### config.mk
export PLATFORM = sky130hd
export DESIGN_NAME = msaf_monitor
export DESIGN_NICKNAME = d
export VERILOG_FILES = /design/src/rtl/msaf_pkg.sv /design/src/rtl/msaf_monitor.sv
export SDC_FILE = /design/constraint.sdc
export NUM_CORES = 1
export LEC_CHECK = 0
export BUFFER_PORTS_ARGS = -buffer_cell sky130_fd_sc_hd__clkbuf_2
export CELL_PAD_IN_SITES_DETAIL_PLACEMENT = 1
export CELL_PAD_IN_SITES_GLOBAL_PLACEMENT = 1
export CORE_MARGIN = 2
export CORE_UTILIZATION = 36
export CTS_CLUSTER_SIZE = 12
export DETAILED_ROUTE_END_ITERATION = 8
export PLACE_DENSITY = 0.87
export SLEW_MARGIN = 20
export SYNTH_ARGS = -nofsm -noshare
export SYNTH_HDL_FRONTEND = slang
export SYNTH_SLANG_ARGS = --single-unit
export TNS_END_PERCENT = 10
### constraint.sdc
create_clock -name clk_sys_i -period 4.2 [get_ports clk_sys_i]
set_clock_uncertainty 0.15 [all_clocks]
set_input_delay 0.21 -clock clk_sys_i [delete_from_list [all_inputs] [get_ports clk_sys_i]]
set_output_delay 0.21 -clock clk_sys_i [all_outputs]
set_load 0.02 [all_outputs]
### src/rtl/msaf_pkg.sv
// Functional notes
// - The five analog parameters are converted one after another in a fixed repeating order through one shared converter.
// - Every result register is refreshed once in each full pass of the scan.
// - In vendor mode the supply channel may be pointed at another internal node by the auxiliary select field of vendor configuration zero.
// - The auxiliary select codes 000 to 110 pick supply, analog supply, bias, modulation, power-loop DAC, modulation DAC and fault-threshold DAC.
// - Temperature results are 9 bits, auxiliary, photodiode and bias results 8 bits, receive power 12 bits.
// - A limit violation sets its alarm or warning flag and raises the interrupt unless that source is masked.
// - A mask bit at 1 keeps its source off the interrupt while its flag may still set.
// - Alarm mask byte a maps temperature, voltage, bias and transmit power high and low; byte b bits 7 and 6 map receive power high and low.
// - Warning mask bytes a and b use the alarm layout for the warning sources.
// - All mask bits reset to 0 except both receive-power-low masks, which reset to 1.
// - Alarms drive the transmit fault output only when vendor configuration four bit 6 is 1.
// - Warnings drive the transmit fault output only when vendor configuration four bit 7 is 1.
// - Sources feeding the transmit fault output are masked by the same per-source mask bits.
// - Flags latch by default until their status byte is read or the transmit-off input toggles.
// - With vendor configuration four bit 5 at 1 warning flags follow the live condition and still clear on read or toggle.
// - With vendor configuration four bit 4 at 1 alarm flags follow the live condition and still clear on read or toggle.
package msaf_pkg;

    localparam int unsigned CHAN_COUNT = 5;
    localparam int unsigned RES_BITS   = 12;
    localparam int unsigned FLAG_BITS  = 10;

    // result widths per channel
    localparam int unsigned TEMP_BITS = 9;
    localparam int unsigned MID_BITS  = 8;
    localparam int unsigned RX_BITS   = 12;

    // register offsets
    localparam logic [7:0] ADDR_CFG_ZERO     = 8'h09;
    localparam logic [7:0] ADDR_CFG_FOUR     = 8'h19;
    localparam logic [7:0] ADDR_ALARM_STAT_A = 8'h70;
    localparam logic [7:0] ADDR_ALARM_STAT_B = 8'h71;
    localparam logic [7:0] ADDR_WARN_STAT_A  = 8'h74;
    localparam logic [7:0] ADDR_WARN_STAT_B  = 8'h75;
    localparam logic [7:0] ADDR_ALARM_MASK_A = 8'hf8;
    localparam logic [7:0] ADDR_ALARM_MASK_B = 8'hf9;
    localparam logic [7:0] ADDR_WARN_MASK_A  = 8'hfa;
    localparam logic [7:0] ADDR_WARN_MASK_B  = 8'hfb;

    // field positions
    localparam int unsigned AUX_SEL_LSB       = 0;
    localparam int unsigned CFG4_ALARM_FOLLOW = 4;
    localparam int unsigned CFG4_WARN_FOLLOW  = 5;
    localparam int unsigned CFG4_ALARM_FAULT  = 6;
    localparam int unsigned CFG4_WARN_FAULT   = 7;
    localparam logic [7:0]  MASK_B_USED       = 8'hc0;

    // values after reset
    localparam logic [7:0] MASK_A_RST = 8'h00;
    localparam logic [7:0] MASK_B_RST = 8'h40;
    localparam logic [7:0] CFG_RST    = 8'h00;

    // scan order
    typedef enum logic [2:0] {
        CH_TEMP = 3'h0,
        CH_AUX  = 3'h1,
        CH_MPD  = 3'h2,
        CH_BIAS = 3'h3,
        CH_RX   = 3'h4
    } msaf_chan_e;

    // auxiliary channel sources
    typedef enum logic [2:0] {
        AUX_SUPPLY   = 3'h0,
        AUX_ANALOG   = 3'h1,
        AUX_BIAS     = 3'h2,
        AUX_MOD      = 3'h3,
        AUX_PWR_DAC  = 3'h4,
        AUX_MOD_DAC  = 3'h5,
        AUX_FLT_DAC  = 3'h6
    } msaf_aux_e;

    typedef enum logic [0:0] {
        SEQ_START = 1'b0,
        SEQ_WAIT  = 1'b1
    } msaf_seq_e;

    // limits of one channel
    typedef struct packed {
        logic [RES_BITS-1:0] alarm_hi;
        logic [RES_BITS-1:0] alarm_lo;
        logic [RES_BITS-1:0] warn_hi;
        logic [RES_BITS-1:0] warn_lo;
    } msaf_limits_s;

    // request to the shared converter
    typedef struct packed {
        logic       start;
        msaf_chan_e channel;
        msaf_aux_e  aux_sel;
    } msaf_conv_req_s;

endpackage

### src/rtl/msaf_monitor.sv
`timescale 1ns/100ps
module msaf_monitor (
    // clock and reset
    input  wire logic                                   clk_sys_i,
    input  wire logic                                   reset_i,
    // byte register port of the serial interface
    input  wire logic [7:0]                             reg_addr_i,
    input  wire logic                                   reg_wr_i,
    input  wire logic [7:0]                             reg_wdata_i,
    input  wire logic                                   reg_rd_i,
    output logic      [7:0]                             reg_rdata_o,
    // vendor access unlocked
    input  wire logic                                   vendor_mode_i,
    // shared converter
    output msaf_pkg::msaf_conv_req_s                    conv_req_o,
    input  wire logic                                   conv_done_i,
    input  wire logic [msaf_pkg::RES_BITS-1:0]          conv_result_i,
    // limits per channel, indexed by channel code
    input  msaf_pkg::msaf_limits_s [msaf_pkg::CHAN_COUNT-1:0] limits_i,
    // transmit-off pin
    input  wire logic                                   transmit_off_input_i,
    // results and status
    output logic [msaf_pkg::CHAN_COUNT-1:0][msaf_pkg::RES_BITS-1:0] results_o,
    output logic                                        scan_done_o,
    output logic                                        irq_o,
    output logic                                        transmit_fault_out_o
);

    // keep only the bits a channel really converts
    function automatic logic [msaf_pkg::RES_BITS-1:0] width_mask(input msaf_pkg::msaf_chan_e ch);
        logic [msaf_pkg::RES_BITS-1:0] m;
        m = '0;
        case (ch)
            msaf_pkg::CH_TEMP: m = 12'h1ff;
            msaf_pkg::CH_RX:   m = 12'hfff;
            default:           m = 12'h0ff;
        endcase
        return m;
    endfunction

    // flag pair of a channel: temp 4, voltage 3, bias 2, tx power 1, rx 0
    function automatic int unsigned flag_pair(input msaf_pkg::msaf_chan_e ch);
        int unsigned p;
        p = 0;
        case (ch)
            msaf_pkg::CH_TEMP: p = 4;
            msaf_pkg::CH_AUX:  p = 3;
            msaf_pkg::CH_BIAS: p = 2;
            msaf_pkg::CH_MPD:  p = 1;
            default:           p = 0;
        endcase
        return p;
    endfunction

    // sequencer state and the stored result of every channel
    msaf_pkg::msaf_seq_e   state_ff,   nxt_state;
    msaf_pkg::msaf_chan_e  chan_ff,    nxt_chan;
    msaf_pkg::msaf_aux_e   aux_ff,     nxt_aux;
    logic                  start_ff,   nxt_start;
    logic                  scan_ff,    nxt_scan;
    logic [msaf_pkg::CHAN_COUNT-1:0][msaf_pkg::RES_BITS-1:0] res_ff, nxt_res;

    // decode of the result now arriving from the converter
    logic [msaf_pkg::RES_BITS-1:0] cur_res;
    logic [1:0]                    alarm_viol;
    logic [1:0]                    warn_viol;
    logic                          update;
    int unsigned                   pair;

    // configuration bytes, mask bytes and registered read data
    logic [7:0] cfg0_ff,    nxt_cfg0;
    logic [7:0] cfg4_ff,    nxt_cfg4;
    logic [7:0] amask_a_ff, nxt_amask_a;
    logic [7:0] amask_b_ff, nxt_amask_b;
    logic [7:0] wmask_a_ff, nxt_wmask_a;
    logic [7:0] wmask_b_ff, nxt_wmask_b;
    logic [7:0] rdata_ff,   nxt_rdata;

    // flags, one hi/lo pair per channel, and the outputs they drive
    logic [msaf_pkg::FLAG_BITS-1:0] alarm_ff, nxt_alarm;
    logic [msaf_pkg::FLAG_BITS-1:0] warn_ff,  nxt_warn;
    logic [msaf_pkg::FLAG_BITS-1:0] alarm_mask;
    logic [msaf_pkg::FLAG_BITS-1:0] warn_mask;
    logic                           irq_ff,   nxt_irq;
    logic                           fault_ff, nxt_fault;
    logic                           alarm_any;
    logic                           warn_any;

    // transmit-off pin stages; the second and third stages feed the toggle detect
    logic tx_meta_ff;
    logic tx_sync_ff;
    logic tx_prev_ff;
    logic tx_toggle;

    // violation of the result now arriving
    always_comb begin
        cur_res    = conv_result_i & width_mask(chan_ff);
        pair       = flag_pair(chan_ff);
        update     = (state_ff == msaf_pkg::SEQ_WAIT) && conv_done_i;
        alarm_viol = {cur_res > limits_i[chan_ff].alarm_hi, cur_res < limits_i[chan_ff].alarm_lo};
        warn_viol  = {cur_res > limits_i[chan_ff].warn_hi, cur_res < limits_i[chan_ff].warn_lo};
    end

    // scan sequencer over the shared converter
    always_comb begin
        nxt_state = state_ff;
        nxt_chan  = chan_ff;
        nxt_start = 1'b0;
        nxt_scan  = 1'b0;
        nxt_res   = res_ff;
        nxt_aux   = msaf_pkg::AUX_SUPPLY;
        if (vendor_mode_i && (cfg0_ff[msaf_pkg::AUX_SEL_LSB +: 3] != 3'h7)) begin
            nxt_aux = msaf_pkg::msaf_aux_e'(cfg0_ff[msaf_pkg::AUX_SEL_LSB +: 3]);
        end
        case (state_ff)
            msaf_pkg::SEQ_START: begin
                nxt_start = 1'b1;
                nxt_state = msaf_pkg::SEQ_WAIT;
            end
            msaf_pkg::SEQ_WAIT: begin
                if (conv_done_i) begin
                    nxt_res[chan_ff] = cur_res;
                    nxt_state        = msaf_pkg::SEQ_START;
                    if (chan_ff == msaf_pkg::CH_RX) begin
                        nxt_chan = msaf_pkg::CH_TEMP;
                        nxt_scan = 1'b1;
                    end else begin
                        nxt_chan = msaf_pkg::msaf_chan_e'(chan_ff + 3'h1);
                    end
                end
            end
            default: begin
                nxt_state = msaf_pkg::SEQ_START;
            end
        endcase
    end

    // sequencer registers; reset restarts the scan at temperature
    always_ff @(posedge clk_sys_i) begin
        if (reset_i) begin
            state_ff <= msaf_pkg::SEQ_START;
            chan_ff  <= msaf_pkg::CH_TEMP;
            aux_ff   <= msaf_pkg::AUX_SUPPLY;
            start_ff <= 1'b0;
            scan_ff  <= 1'b0;
            res_ff   <= '0;
        end else begin
            state_ff <= nxt_state;
            chan_ff  <= nxt_chan;
            aux_ff   <= nxt_aux;
            start_ff <= nxt_start;
            scan_ff  <= nxt_scan;
            res_ff   <= nxt_res;
        end
    end

    // transmit-off pin synchroniser and toggle detect
    always_ff @(posedge clk_sys_i) begin
        if (reset_i) begin
            tx_meta_ff <= 1'b0;
            tx_sync_ff <= 1'b0;
            tx_prev_ff <= 1'b0;
        end else begin
            tx_meta_ff <= transmit_off_input_i;
            tx_sync_ff <= tx_meta_ff;
            tx_prev_ff <= tx_sync_ff;
        end
    end

    assign tx_toggle = tx_sync_ff ^ tx_prev_ff;

    // register writes and read data
    always_comb begin
        nxt_cfg0    = cfg0_ff;
        nxt_cfg4    = cfg4_ff;
        nxt_amask_a = amask_a_ff;
        nxt_amask_b = amask_b_ff;
        nxt_wmask_a = wmask_a_ff;
        nxt_wmask_b = wmask_b_ff;
        nxt_rdata   = rdata_ff;
        if (reg_wr_i) begin
            case (reg_addr_i)
                msaf_pkg::ADDR_CFG_ZERO:     nxt_cfg0    = reg_wdata_i;
                msaf_pkg::ADDR_CFG_FOUR:     nxt_cfg4    = reg_wdata_i;
                msaf_pkg::ADDR_ALARM_MASK_A: nxt_amask_a = reg_wdata_i;
                msaf_pkg::ADDR_ALARM_MASK_B: nxt_amask_b = reg_wdata_i & msaf_pkg::MASK_B_USED;
                msaf_pkg::ADDR_WARN_MASK_A:  nxt_wmask_a = reg_wdata_i;
                msaf_pkg::ADDR_WARN_MASK_B:  nxt_wmask_b = reg_wdata_i & msaf_pkg::MASK_B_USED;
                default:                     nxt_cfg0    = cfg0_ff;
            endcase
        end
        if (reg_rd_i) begin
            case (reg_addr_i)
                msaf_pkg::ADDR_CFG_ZERO:     nxt_rdata = cfg0_ff;
                msaf_pkg::ADDR_CFG_FOUR:     nxt_rdata = cfg4_ff;
                msaf_pkg::ADDR_ALARM_MASK_A: nxt_rdata = amask_a_ff;
                msaf_pkg::ADDR_ALARM_MASK_B: nxt_rdata = amask_b_ff;
                msaf_pkg::ADDR_WARN_MASK_A:  nxt_rdata = wmask_a_ff;
                msaf_pkg::ADDR_WARN_MASK_B:  nxt_rdata = wmask_b_ff;
                msaf_pkg::ADDR_ALARM_STAT_A: nxt_rdata = alarm_ff[9:2];
                msaf_pkg::ADDR_ALARM_STAT_B: nxt_rdata = {alarm_ff[1:0], 6'h00};
                msaf_pkg::ADDR_WARN_STAT_A:  nxt_rdata = warn_ff[9:2];
                msaf_pkg::ADDR_WARN_STAT_B:  nxt_rdata = {warn_ff[1:0], 6'h00};
                default:                     nxt_rdata = 8'h00;
            endcase
        end
    end

    // configuration and mask registers
    always_ff @(posedge clk_sys_i) begin
        if (reset_i) begin
            cfg0_ff    <= msaf_pkg::CFG_RST;
            cfg4_ff    <= msaf_pkg::CFG_RST;
            amask_a_ff <= msaf_pkg::MASK_A_RST;
            amask_b_ff <= msaf_pkg::MASK_B_RST;
            wmask_a_ff <= msaf_pkg::MASK_A_RST;
            wmask_b_ff <= msaf_pkg::MASK_B_RST;
            rdata_ff   <= 8'h00;
        end else begin
            cfg0_ff    <= nxt_cfg0;
            cfg4_ff    <= nxt_cfg4;
            amask_a_ff <= nxt_amask_a;
            amask_b_ff <= nxt_amask_b;
            wmask_a_ff <= nxt_wmask_a;
            wmask_b_ff <= nxt_wmask_b;
            rdata_ff   <= nxt_rdata;
        end
    end

    // alarm and warning flags: clear first, then a new violation wins
    always_comb begin
        nxt_alarm = alarm_ff;
        nxt_warn  = warn_ff;
        if (tx_toggle) begin
            nxt_alarm = '0;
            nxt_warn  = '0;
        end
        if (reg_rd_i) begin
            if (reg_addr_i == msaf_pkg::ADDR_ALARM_STAT_A) begin
                nxt_alarm[9:2] = 8'h00;
            end
            if (reg_addr_i == msaf_pkg::ADDR_ALARM_STAT_B) begin
                nxt_alarm[1:0] = 2'h0;
            end
            if (reg_addr_i == msaf_pkg::ADDR_WARN_STAT_A) begin
                nxt_warn[9:2] = 8'h00;
            end
            if (reg_addr_i == msaf_pkg::ADDR_WARN_STAT_B) begin
                nxt_warn[1:0] = 2'h0;
            end
        end
        if (update) begin
            if (cfg4_ff[msaf_pkg::CFG4_ALARM_FOLLOW]) begin
                nxt_alarm[2*pair +: 2] = alarm_viol;
            end else begin
                nxt_alarm[2*pair +: 2] = nxt_alarm[2*pair +: 2] | alarm_viol;
            end
            if (cfg4_ff[msaf_pkg::CFG4_WARN_FOLLOW]) begin
                nxt_warn[2*pair +: 2] = warn_viol;
            end else begin
                nxt_warn[2*pair +: 2] = nxt_warn[2*pair +: 2] | warn_viol;
            end
        end
    end

    // masked sources onto interrupt and transmit fault
    always_comb begin
        alarm_mask = {amask_a_ff, amask_b_ff[7:6]};
        warn_mask  = {wmask_a_ff, wmask_b_ff[7:6]};
        alarm_any  = |(alarm_ff & ~alarm_mask);
        warn_any   = |(warn_ff & ~warn_mask);
        nxt_irq    = alarm_any | warn_any;
        nxt_fault  = (cfg4_ff[msaf_pkg::CFG4_ALARM_FAULT] & alarm_any)
                   | (cfg4_ff[msaf_pkg::CFG4_WARN_FAULT] & warn_any);
    end

    // flag registers; outputs lag the flags by one cycle
    always_ff @(posedge clk_sys_i) begin
        if (reset_i) begin
            alarm_ff <= '0;
            warn_ff  <= '0;
            irq_ff   <= 1'b0;
            fault_ff <= 1'b0;
        end else begin
            alarm_ff <= nxt_alarm;
            warn_ff  <= nxt_warn;
            irq_ff   <= nxt_irq;
            fault_ff <= nxt_fault;
        end
    end

    // outputs
    assign conv_req_o.start     = start_ff;
    assign conv_req_o.channel   = chan_ff;
    assign conv_req_o.aux_sel   = aux_ff;
    assign results_o            = res_ff;
    assign scan_done_o          = scan_ff;
    assign reg_rdata_o          = rdata_ff;
    assign irq_o                = irq_ff;
    assign transmit_fault_out_o = fault_ff;

endmodule // msaf_monitor

==> results.txt, run 1 <==
* Vias after detailed routing: 8998
- Measured on the finished design, the core utilization comes to 0.485.
* Register bit total from synthesis: 138
- The worst setup path is captured at a flop.
* Max-cap violations: 0
- Resized Gates After CTS: 0
- Most common cell after layout, fill and taps aside: sky130_fd_sc_hd__clkbuf_2
- For this run, the register share of the synthesized area comes to 0.324.
- The tree built by TritonCTS fans out to 138 sinks.
* Overall Global Routing Usage: 0.295
- The cell count after synthesis came out at 916.
- After clock tree synthesis, the clock-pin slew on the worst setup and hold paths is 0.07 ns.
* Actual transition at the worst max-transition pin: 1.08 ns
- Quantity of I/O buffers inserted on ports: 352
- Standard cell area after detailed placement: 10600 um^2
- Post-route cell area: 11300 um^2
* Number of nets in the finished design: 1586
- Routed vias/inst: 5.64
* Number of remaining DRC errors: 0
* Grt total ovfl: 0
- Fraction of registers with async set/reset: 0
- Area Growth Syn to Fin: 32.8%
* Classification of the worst-slack hold path: primary input to flop
- In this run the horizontal extent of the chip is 158 um.
- The core region is 23300 um^2.
- Sum Neg Setup Slack: 0 ns
- The count of pins over their slew limit is 0.
- In the post-synthesis netlist, the biggest area contributors are sky130_fd_sc_hd__dfxtp_1 (32%), sky130_fd_sc_hd__mux4_2 (13%), sky130_fd_sc_hd__ha_1 (8.2%), sky130_fd_sc_hd__mux2i_1 (7.9%), sky130_fd_sc_hd__a21oi_1 (4.3%).
* Share of layout cells above drive strength 1: 0.379
- Of the post-synthesis cell area, the dominant cell type holds 0.324.
* Data arrival time of the critical path: 3.89 ns
* Die area: 24900 um^2
- Power density over cell area: 312 nW/um^2
- The worst setup path is of the flop to flop kind.
- Clock network latency to the later pin of the worst-skew pair: 0.43 ns
- Iteration-0 DRC count of the detailed router: 504
- Clock root buffer: sky130_fd_sc_hd__clkbuf_16
* Leakage power of the design: 5.17 nW
* Worst hold slack: 0.0692 ns
- Crit Path Max Fanout: 18
- Largest net degree at the start of global routing: 77
* Peak supply drop: 271 uV
* Distinct cells, synth: 64
- The first global-routing pass estimated 54900 um of wire.
- The die is 158 um tall.
- Fmax: 266 MHz
* Number of rows created at floorplan: 56
- Initial Utilization: 0.365
* Count of flip-flops with a built-in enable after synthesis: 0
- Counting the buffers created by CTS gives 17.
- Post-detail-place hpwl: 29800 um
* Critical path data required time: 4.34 ns
* Crit path time final: 3.75 ns
- Clock Path Buffers: 2
- The flow ran to the end, and the final reports show no timing, DRC or antenna violations.
* Average detailed-routed wire length per instance: 23.4 um
- Headroom to the max-slew limit came out at 0.273.
- The pre-antenna-repair detailed-routing pass consisted of 5 iterations.
* Final setup violating endpoints: 0
- Yosys printed 0 warnings.
- Startpoint types: flop
- The number of nets handed over by synthesis was 1247.
- Setup repair after global routing missed its margin: false
- Netlist area before placement: 8510 um^2
* Routed wire length: 37300 um
* Antenna violations before repair: 6
* Antenna Violating Nets Remaining: 0
- Cell accounting for the most synthesized area: sky130_fd_sc_hd__dfxtp_1
- The via count of the first global-routing pass is 9432.
- After synthesis, the mean cell area works out to 9.30 um^2.
* Commonest register cell after synthesis: sky130_fd_sc_hd__dfxtp_1
* CTS H-Tree Depth: 4
* Commonest non-fill, non-tap cells in the layout: sky130_fd_sc_hd__clkbuf_2 (351), sky130_fd_sc_hd__dfxtp_1 (136), sky130_fd_sc_hd__nor2_1 (96)
- Number of failing hold endpoints at the final stage: 0
- In this run the register-to-register setup slack is 0.45 ns.
* Least setup slack across all paths after layout: 0.446 ns
- CTS tree: done
- Routability-driven placement finished with a final weighted congestion of 0.963.
- Number of top-level design ports: 353
* Final worst-path cycle share: 0.894
* Place WS: 0.490 ns
critical path, stage by stage, from the launching register on:
cell	delay, ns
sky130_fd_sc_hd__dfxtp_2	0.64
sky130_fd_sc_hd__buf_4	0.33
sky130_fd_sc_hd__mux4_2	0.32
sky130_fd_sc_hd__a22oi_1	0.19
sky130_fd_sc_hd__ha_1	0.29
sky130_fd_sc_hd__a21o_1	0.19
sky130_fd_sc_hd__nand3_1	0.10
sky130_fd_sc_hd__a21oi_1	0.08
sky130_fd_sc_hd__a2111oi_0	0.59
sky130_fd_sc_hd__o21ai_0	0.22
sky130_fd_sc_hd__a21oi_1	0.35
sky130_fd_sc_hd__o32ai_1	0.15
repair_timing:
action                                 CTS  global route
setup buffers                            0             0
hold buffers                            10             0
endpoints found under the hold margin   31             0
synth_stat cells (all sizes together), types with 13 or more instances:
cell      n
ha       56
inv      29
mux2i    67
nand2    96
a21oi    73
nor2     96
o21ai    29
dfxtp   138
a22oi    46
clkbuf   29
mux2     15
nand4    17
and3     14
buf      29
mux4     48
nand3    13
routing by layer:
| metal | vias to the layer above | GRT usage | wire length [um] |
|---|---|---|---|
| met2 | 387 | 0.537 | 19400 |
| met5 | - | 0 | 0 |
| met1 | 4435 | 0.333 | 14100 |
| li1 | 4092 | - | - |
| met3 | 84 | 0.0586 | 2280 |
| met4 | 0 | 0.128 | 1490 |
layout make-up:
type	count	area [um^2]
sequential	138	2770
clock inverter	14	173
clock buffer	18	439
timing repair buffer	378	1980
fill	2850	12000
tap	319	399
antenna	7	17.5
multi-input combinational	691	5420
inverter	29	109
flip-flops by register name (all words and copies together), names as in the netlist, 2 cells and up:
name,count
alarm_ff,10
warn_ff,10
wmask_b_ff,2
results_o,60
chan_ff,3
reg_rdata_o,8
aux_ff,3
amask_b_ff,2
amask_a_ff,8
wmask_a_ff,8
cfg4_ff,8
cfg0_ff,8
worst paths after layout:
kind | startpoint | end | cells past startpoint
worst max-delay path | chan_ff[1] | alarm_ff[9] | 11
worst min-delay path | conv_result_i[0] | results_o[48] | 3
worst max register to register | chan_ff[1] | alarm_ff[9] | 11
worst min register to register | tx_meta_ff | tx_sync_ff | 1
kinds of logic after synthesis:
family,after synthesis,share of synthesized area
and+or+nand+nor,294,0.162
muxes,130,0.226
buffers and inverters,87,0.0423
adders and majority gates,56,0.0823
AOI/OAI and AO/OA,210,0.163
DFF,138,0.324
xor gates and xnor gates,1,0.00103
power by group:
| group | switching [W] | internal, W | total [W] | leakage, nW |
|---|---|---|---|---|
| sequential | 0.0000169 | 0.00132 | 0.00134 | 1.11 |
| clock | 0.000657 | 0.000919 | 0.00158 | 0.305 |
| combinational | 0.000327 | 0.000283 | 0.000610 | 3.75 |
metrics by stage:
step,power [W],cells
2_1_floorplan,0.00168,916
3_3_place_gp,0.00194,1545
3_5_place_dp,0.00196,1545
4_1_cts,0.00354,1587
5_1_grt,0.00366,1593
6_report,0.00352,1594
(Power assumes the default switching activity.)
==> inputs of run 2 (changes only) <==
--- a/config.mk
+++ b/config.mk
@@ -6,6 +6,7 @@
 export NUM_CORES = 1
 export LEC_CHECK = 0
 export BUFFER_PORTS_ARGS = -buffer_cell sky130_fd_sc_hd__clkbuf_2
+export CAP_MARGIN = 20
 export CELL_PAD_IN_SITES_DETAIL_PLACEMENT = 1
 export CELL_PAD_IN_SITES_GLOBAL_PLACEMENT = 1
 export CORE_MARGIN = 2
@@ -13,6 +14,7 @@
 export CTS_CLUSTER_SIZE = 12
 export DETAILED_ROUTE_END_ITERATION = 8
 export PLACE_DENSITY = 0.87
+export RECOVER_POWER = 25
 export SLEW_MARGIN = 20
 export SYNTH_ARGS = -nofsm -noshare
 export SYNTH_HDL_FRONTEND = slang
==> run 2 against run 1 <==
- non-clock buffer count stayed put
- sequential share of layout area increased by 0.13 points
- critical path depth did not move
- die area unchanged
- critical endpoint unchanged
==> results.txt, run 2 (synthesis gave the netlist of run 1 again) <==
- Number of nets in the finished design: 1586 (unchanged)
* Buffers inserted by post-CTS timing repair: 0 (unchanged)
- Die area: 24900 um^2 (unchanged)
- Routed wire length: 37300 um (+0.18%)
* Startpoint types: flop
- The total of buffers placed on input and output ports came to 352 (unchanged).
- The peak ir drop on the vdd network was 273 uV (+0.74%).
- Antenna Violating Nets Remaining: 0 (unchanged)
- Setup repair after global routing missed its margin: false
* Wire length of the first global-routing pass: 54900 um (unchanged)
* Classification of the worst-slack hold path: primary input to flop
- The number of clock sinks is 138 (unchanged).
- The routed wire length per instance was 23.4 um (+0.18%).
- The total iterations of the first detailed-routing run came to 5 (unchanged).
- Vias after detailed routing: 8952 (-0.51%)
* Final setup violating endpoints: 0 (unchanged)
- The clock network latency to the later pin of the worst-skew pair came to 0.43 ns (about the same).
- The count of non-filler cells in the finished layout is 1594 (unchanged).
- The via count of the first global-routing pass was 9432 (unchanged).
- Area Growth Syn to Fin: 32.1%
* Worst max-slew margin expressed relative to the limit: 0.270 (-0.00347)
- STA classifies the critical path endpoint as a flop.
- Clock transition at path regs: 0.07 ns (about the same)
- The standard-cell row count was 56 (unchanged).
* Floorplan die height: 158 um (unchanged)
- The area inside the core boundary was 23300 um^2 (unchanged).
* Core occupancy in the finished layout: 0.482 (-0.00263)
- The number of instances in the placed design was 1545 (unchanged).
- Largest net degree at the start of global routing: 77 (unchanged)
* Power density over cell area: 313 nW/um^2 (+0.53%)
* CTS tree: done
- Initial Utilization: 0.365 (unchanged)
- Number of remaining DRC errors: 0 (unchanged)
- The post-detailed-route via-to-cell ratio came to 5.62 (-0.51%).
- The maximum level of the CTS H-tree was 4 (unchanged).
- The I/O pin count was 353 (unchanged).
* Die Wd: 158 um (unchanged)
* Max-cap violations: 0 (unchanged)
- The number of hold violations in the final report was 0 (unchanged).
- Most common cell after layout, fill and taps aside: sky130_fd_sc_hd__clkbuf_2
- Critical path data required time: 4.34 ns (about the same)
- Fmax: 265 MHz (-0.70%)
- The number of clock buffers inserted by TritonCTS was 17 (unchanged).
- Share of layout cells above drive strength 1: 0.341 (-0.0371)
- Final worst-path cycle share: 0.900 (+0.00629)
- Leakage power of the design: 5.00 nW (-3.2%)
- The final estimated routing congestion in global placement came to 0.963 (unchanged).
* Crit path time final: 3.78 ns (+0.0264 ns)
- Actual transition at the worst max-transition pin: 1.09 ns (+0.00517 ns)
* Iteration-0 DRC count of the detailed router: 503 (-0.20%)
* Antenna violations before repair: 6 (unchanged)
- The residual overflow from global routing was 0 (unchanged).
- Post-detail-place hpwl: 29800 um (unchanged)
- The summed negative setup slack over all endpoints came to 0 ns (unchanged).
- Max FFs per register: 60 (unchanged)
* Crit Path Max Fanout: 18 (unchanged)
- The flow ran to the end, and the final reports show no timing, DRC or antenna violations.
* Setup CP Type: flop to flop
* Count of pins over their slew limit: 0 (unchanged)
- The maximum count of clock buffers along a single path came to 2 (unchanged).
- The critical path data arrival time came to 3.92 ns (+0.03 ns).
- Overall Global Routing Usage: 0.295 (unchanged)
- Leaving out fill and tap cells, the most frequent cells in the layout are sky130_fd_sc_hd__clkbuf_2 (305), sky130_fd_sc_hd__dfxtp_1 (136), sky130_fd_sc_hd__nor2_1 (96).
* Clock root buffer: sky130_fd_sc_hd__clkbuf_16
## run 2: changes by cell type in the layout (fill, tap and decap cells not counted)
cell                       before  now
sky130_fd_sc_hd__clkbuf_1       0   47
sky130_fd_sc_hd__clkbuf_2     351  305
sky130_fd_sc_hd__and2_0         0    1
sky130_fd_sc_hd__and2_1         3    2
sky130_fd_sc_hd__buf_4         17   16
## run 2: path summary, 6_finish.rpt
check / from / depth (start not counted) / end / slack (ns)
worst max-delay path: chan_ff[1] / 11 / alarm_ff[9] / 0.42
worst min-delay path: conv_result_i[0] / 3 / results_o[48] / 0.07
worst min register to register: tx_meta_ff / 1 / tx_sync_ff / 0.30
worst max register to register: chan_ff[1] / 11 / alarm_ff[9] / 0.42
## run 2: routing by layer
layer / up-vias / part of all wire / track usage
met5: - / 0 / 0
met4: 0 / 0.039 / 0.128
met3: 82 / 0.062 / 0.0586
met2: 404 / 0.52 / 0.537
met1: 4369 / 0.38 / 0.333
li1: 4097 / - / -
## run 2: layout make-up
type                       instances  area [um^2]
sequential                       138         2770
fill                            2864        12100
multi-input combinational        691         5420
antenna                            7         17.5
tap                              319          399
timing repair buffer             378         1920
clock buffer                      18          439
clock inverter                    14          173
inverter                          29          109
## run 2: worst max-delay path, cell delays in order, from the launching register on
cell and delay, ns:
sky130_fd_sc_hd__dfxtp_2 0.64, sky130_fd_sc_hd__buf_4 0.33, sky130_fd_sc_hd__mux4_2 0.32, sky130_fd_sc_hd__a22oi_1 0.19
sky130_fd_sc_hd__ha_1 0.30, sky130_fd_sc_hd__a21o_1 0.19, sky130_fd_sc_hd__nand3_1 0.10, sky130_fd_sc_hd__a21oi_1 0.07
sky130_fd_sc_hd__a2111oi_0 0.59, sky130_fd_sc_hd__o21ai_0 0.24, sky130_fd_sc_hd__a21oi_1 0.36, sky130_fd_sc_hd__o32ai_1 0.15
## run 2: through the flow
step	instance area, um^2	total power (W)	hold WS [ns]	worst slack [ns]
after floorplan	8510	0.00168	0.185	0.647
final	11200	0.00352	0.0721	0.420
after global routing	11200	0.00366	0.0746	0.121
after detailed placement	10600	0.00196	0.279	0.490
after CTS	11300	0.00354	0.0575	0.472
after global placement	10600	0.00194	0.272	0.497
## run 2: repair_timing
item,CTS,global route
hold endpoints to repair,31,0
gates resized for setup,0,0
hold buffers,10,0
## run 2: report_power, final
part / total, W / switching [W] / internal (W) / leakage (nW)
Combinational: 0.000609 / 0.000327 / 0.000282 / 3.58
Clock: 0.00158 / 0.000658 / 0.000919 / 0.305
Sequential: 0.00134 / 0.0000168 / 0.00132 / 1.11
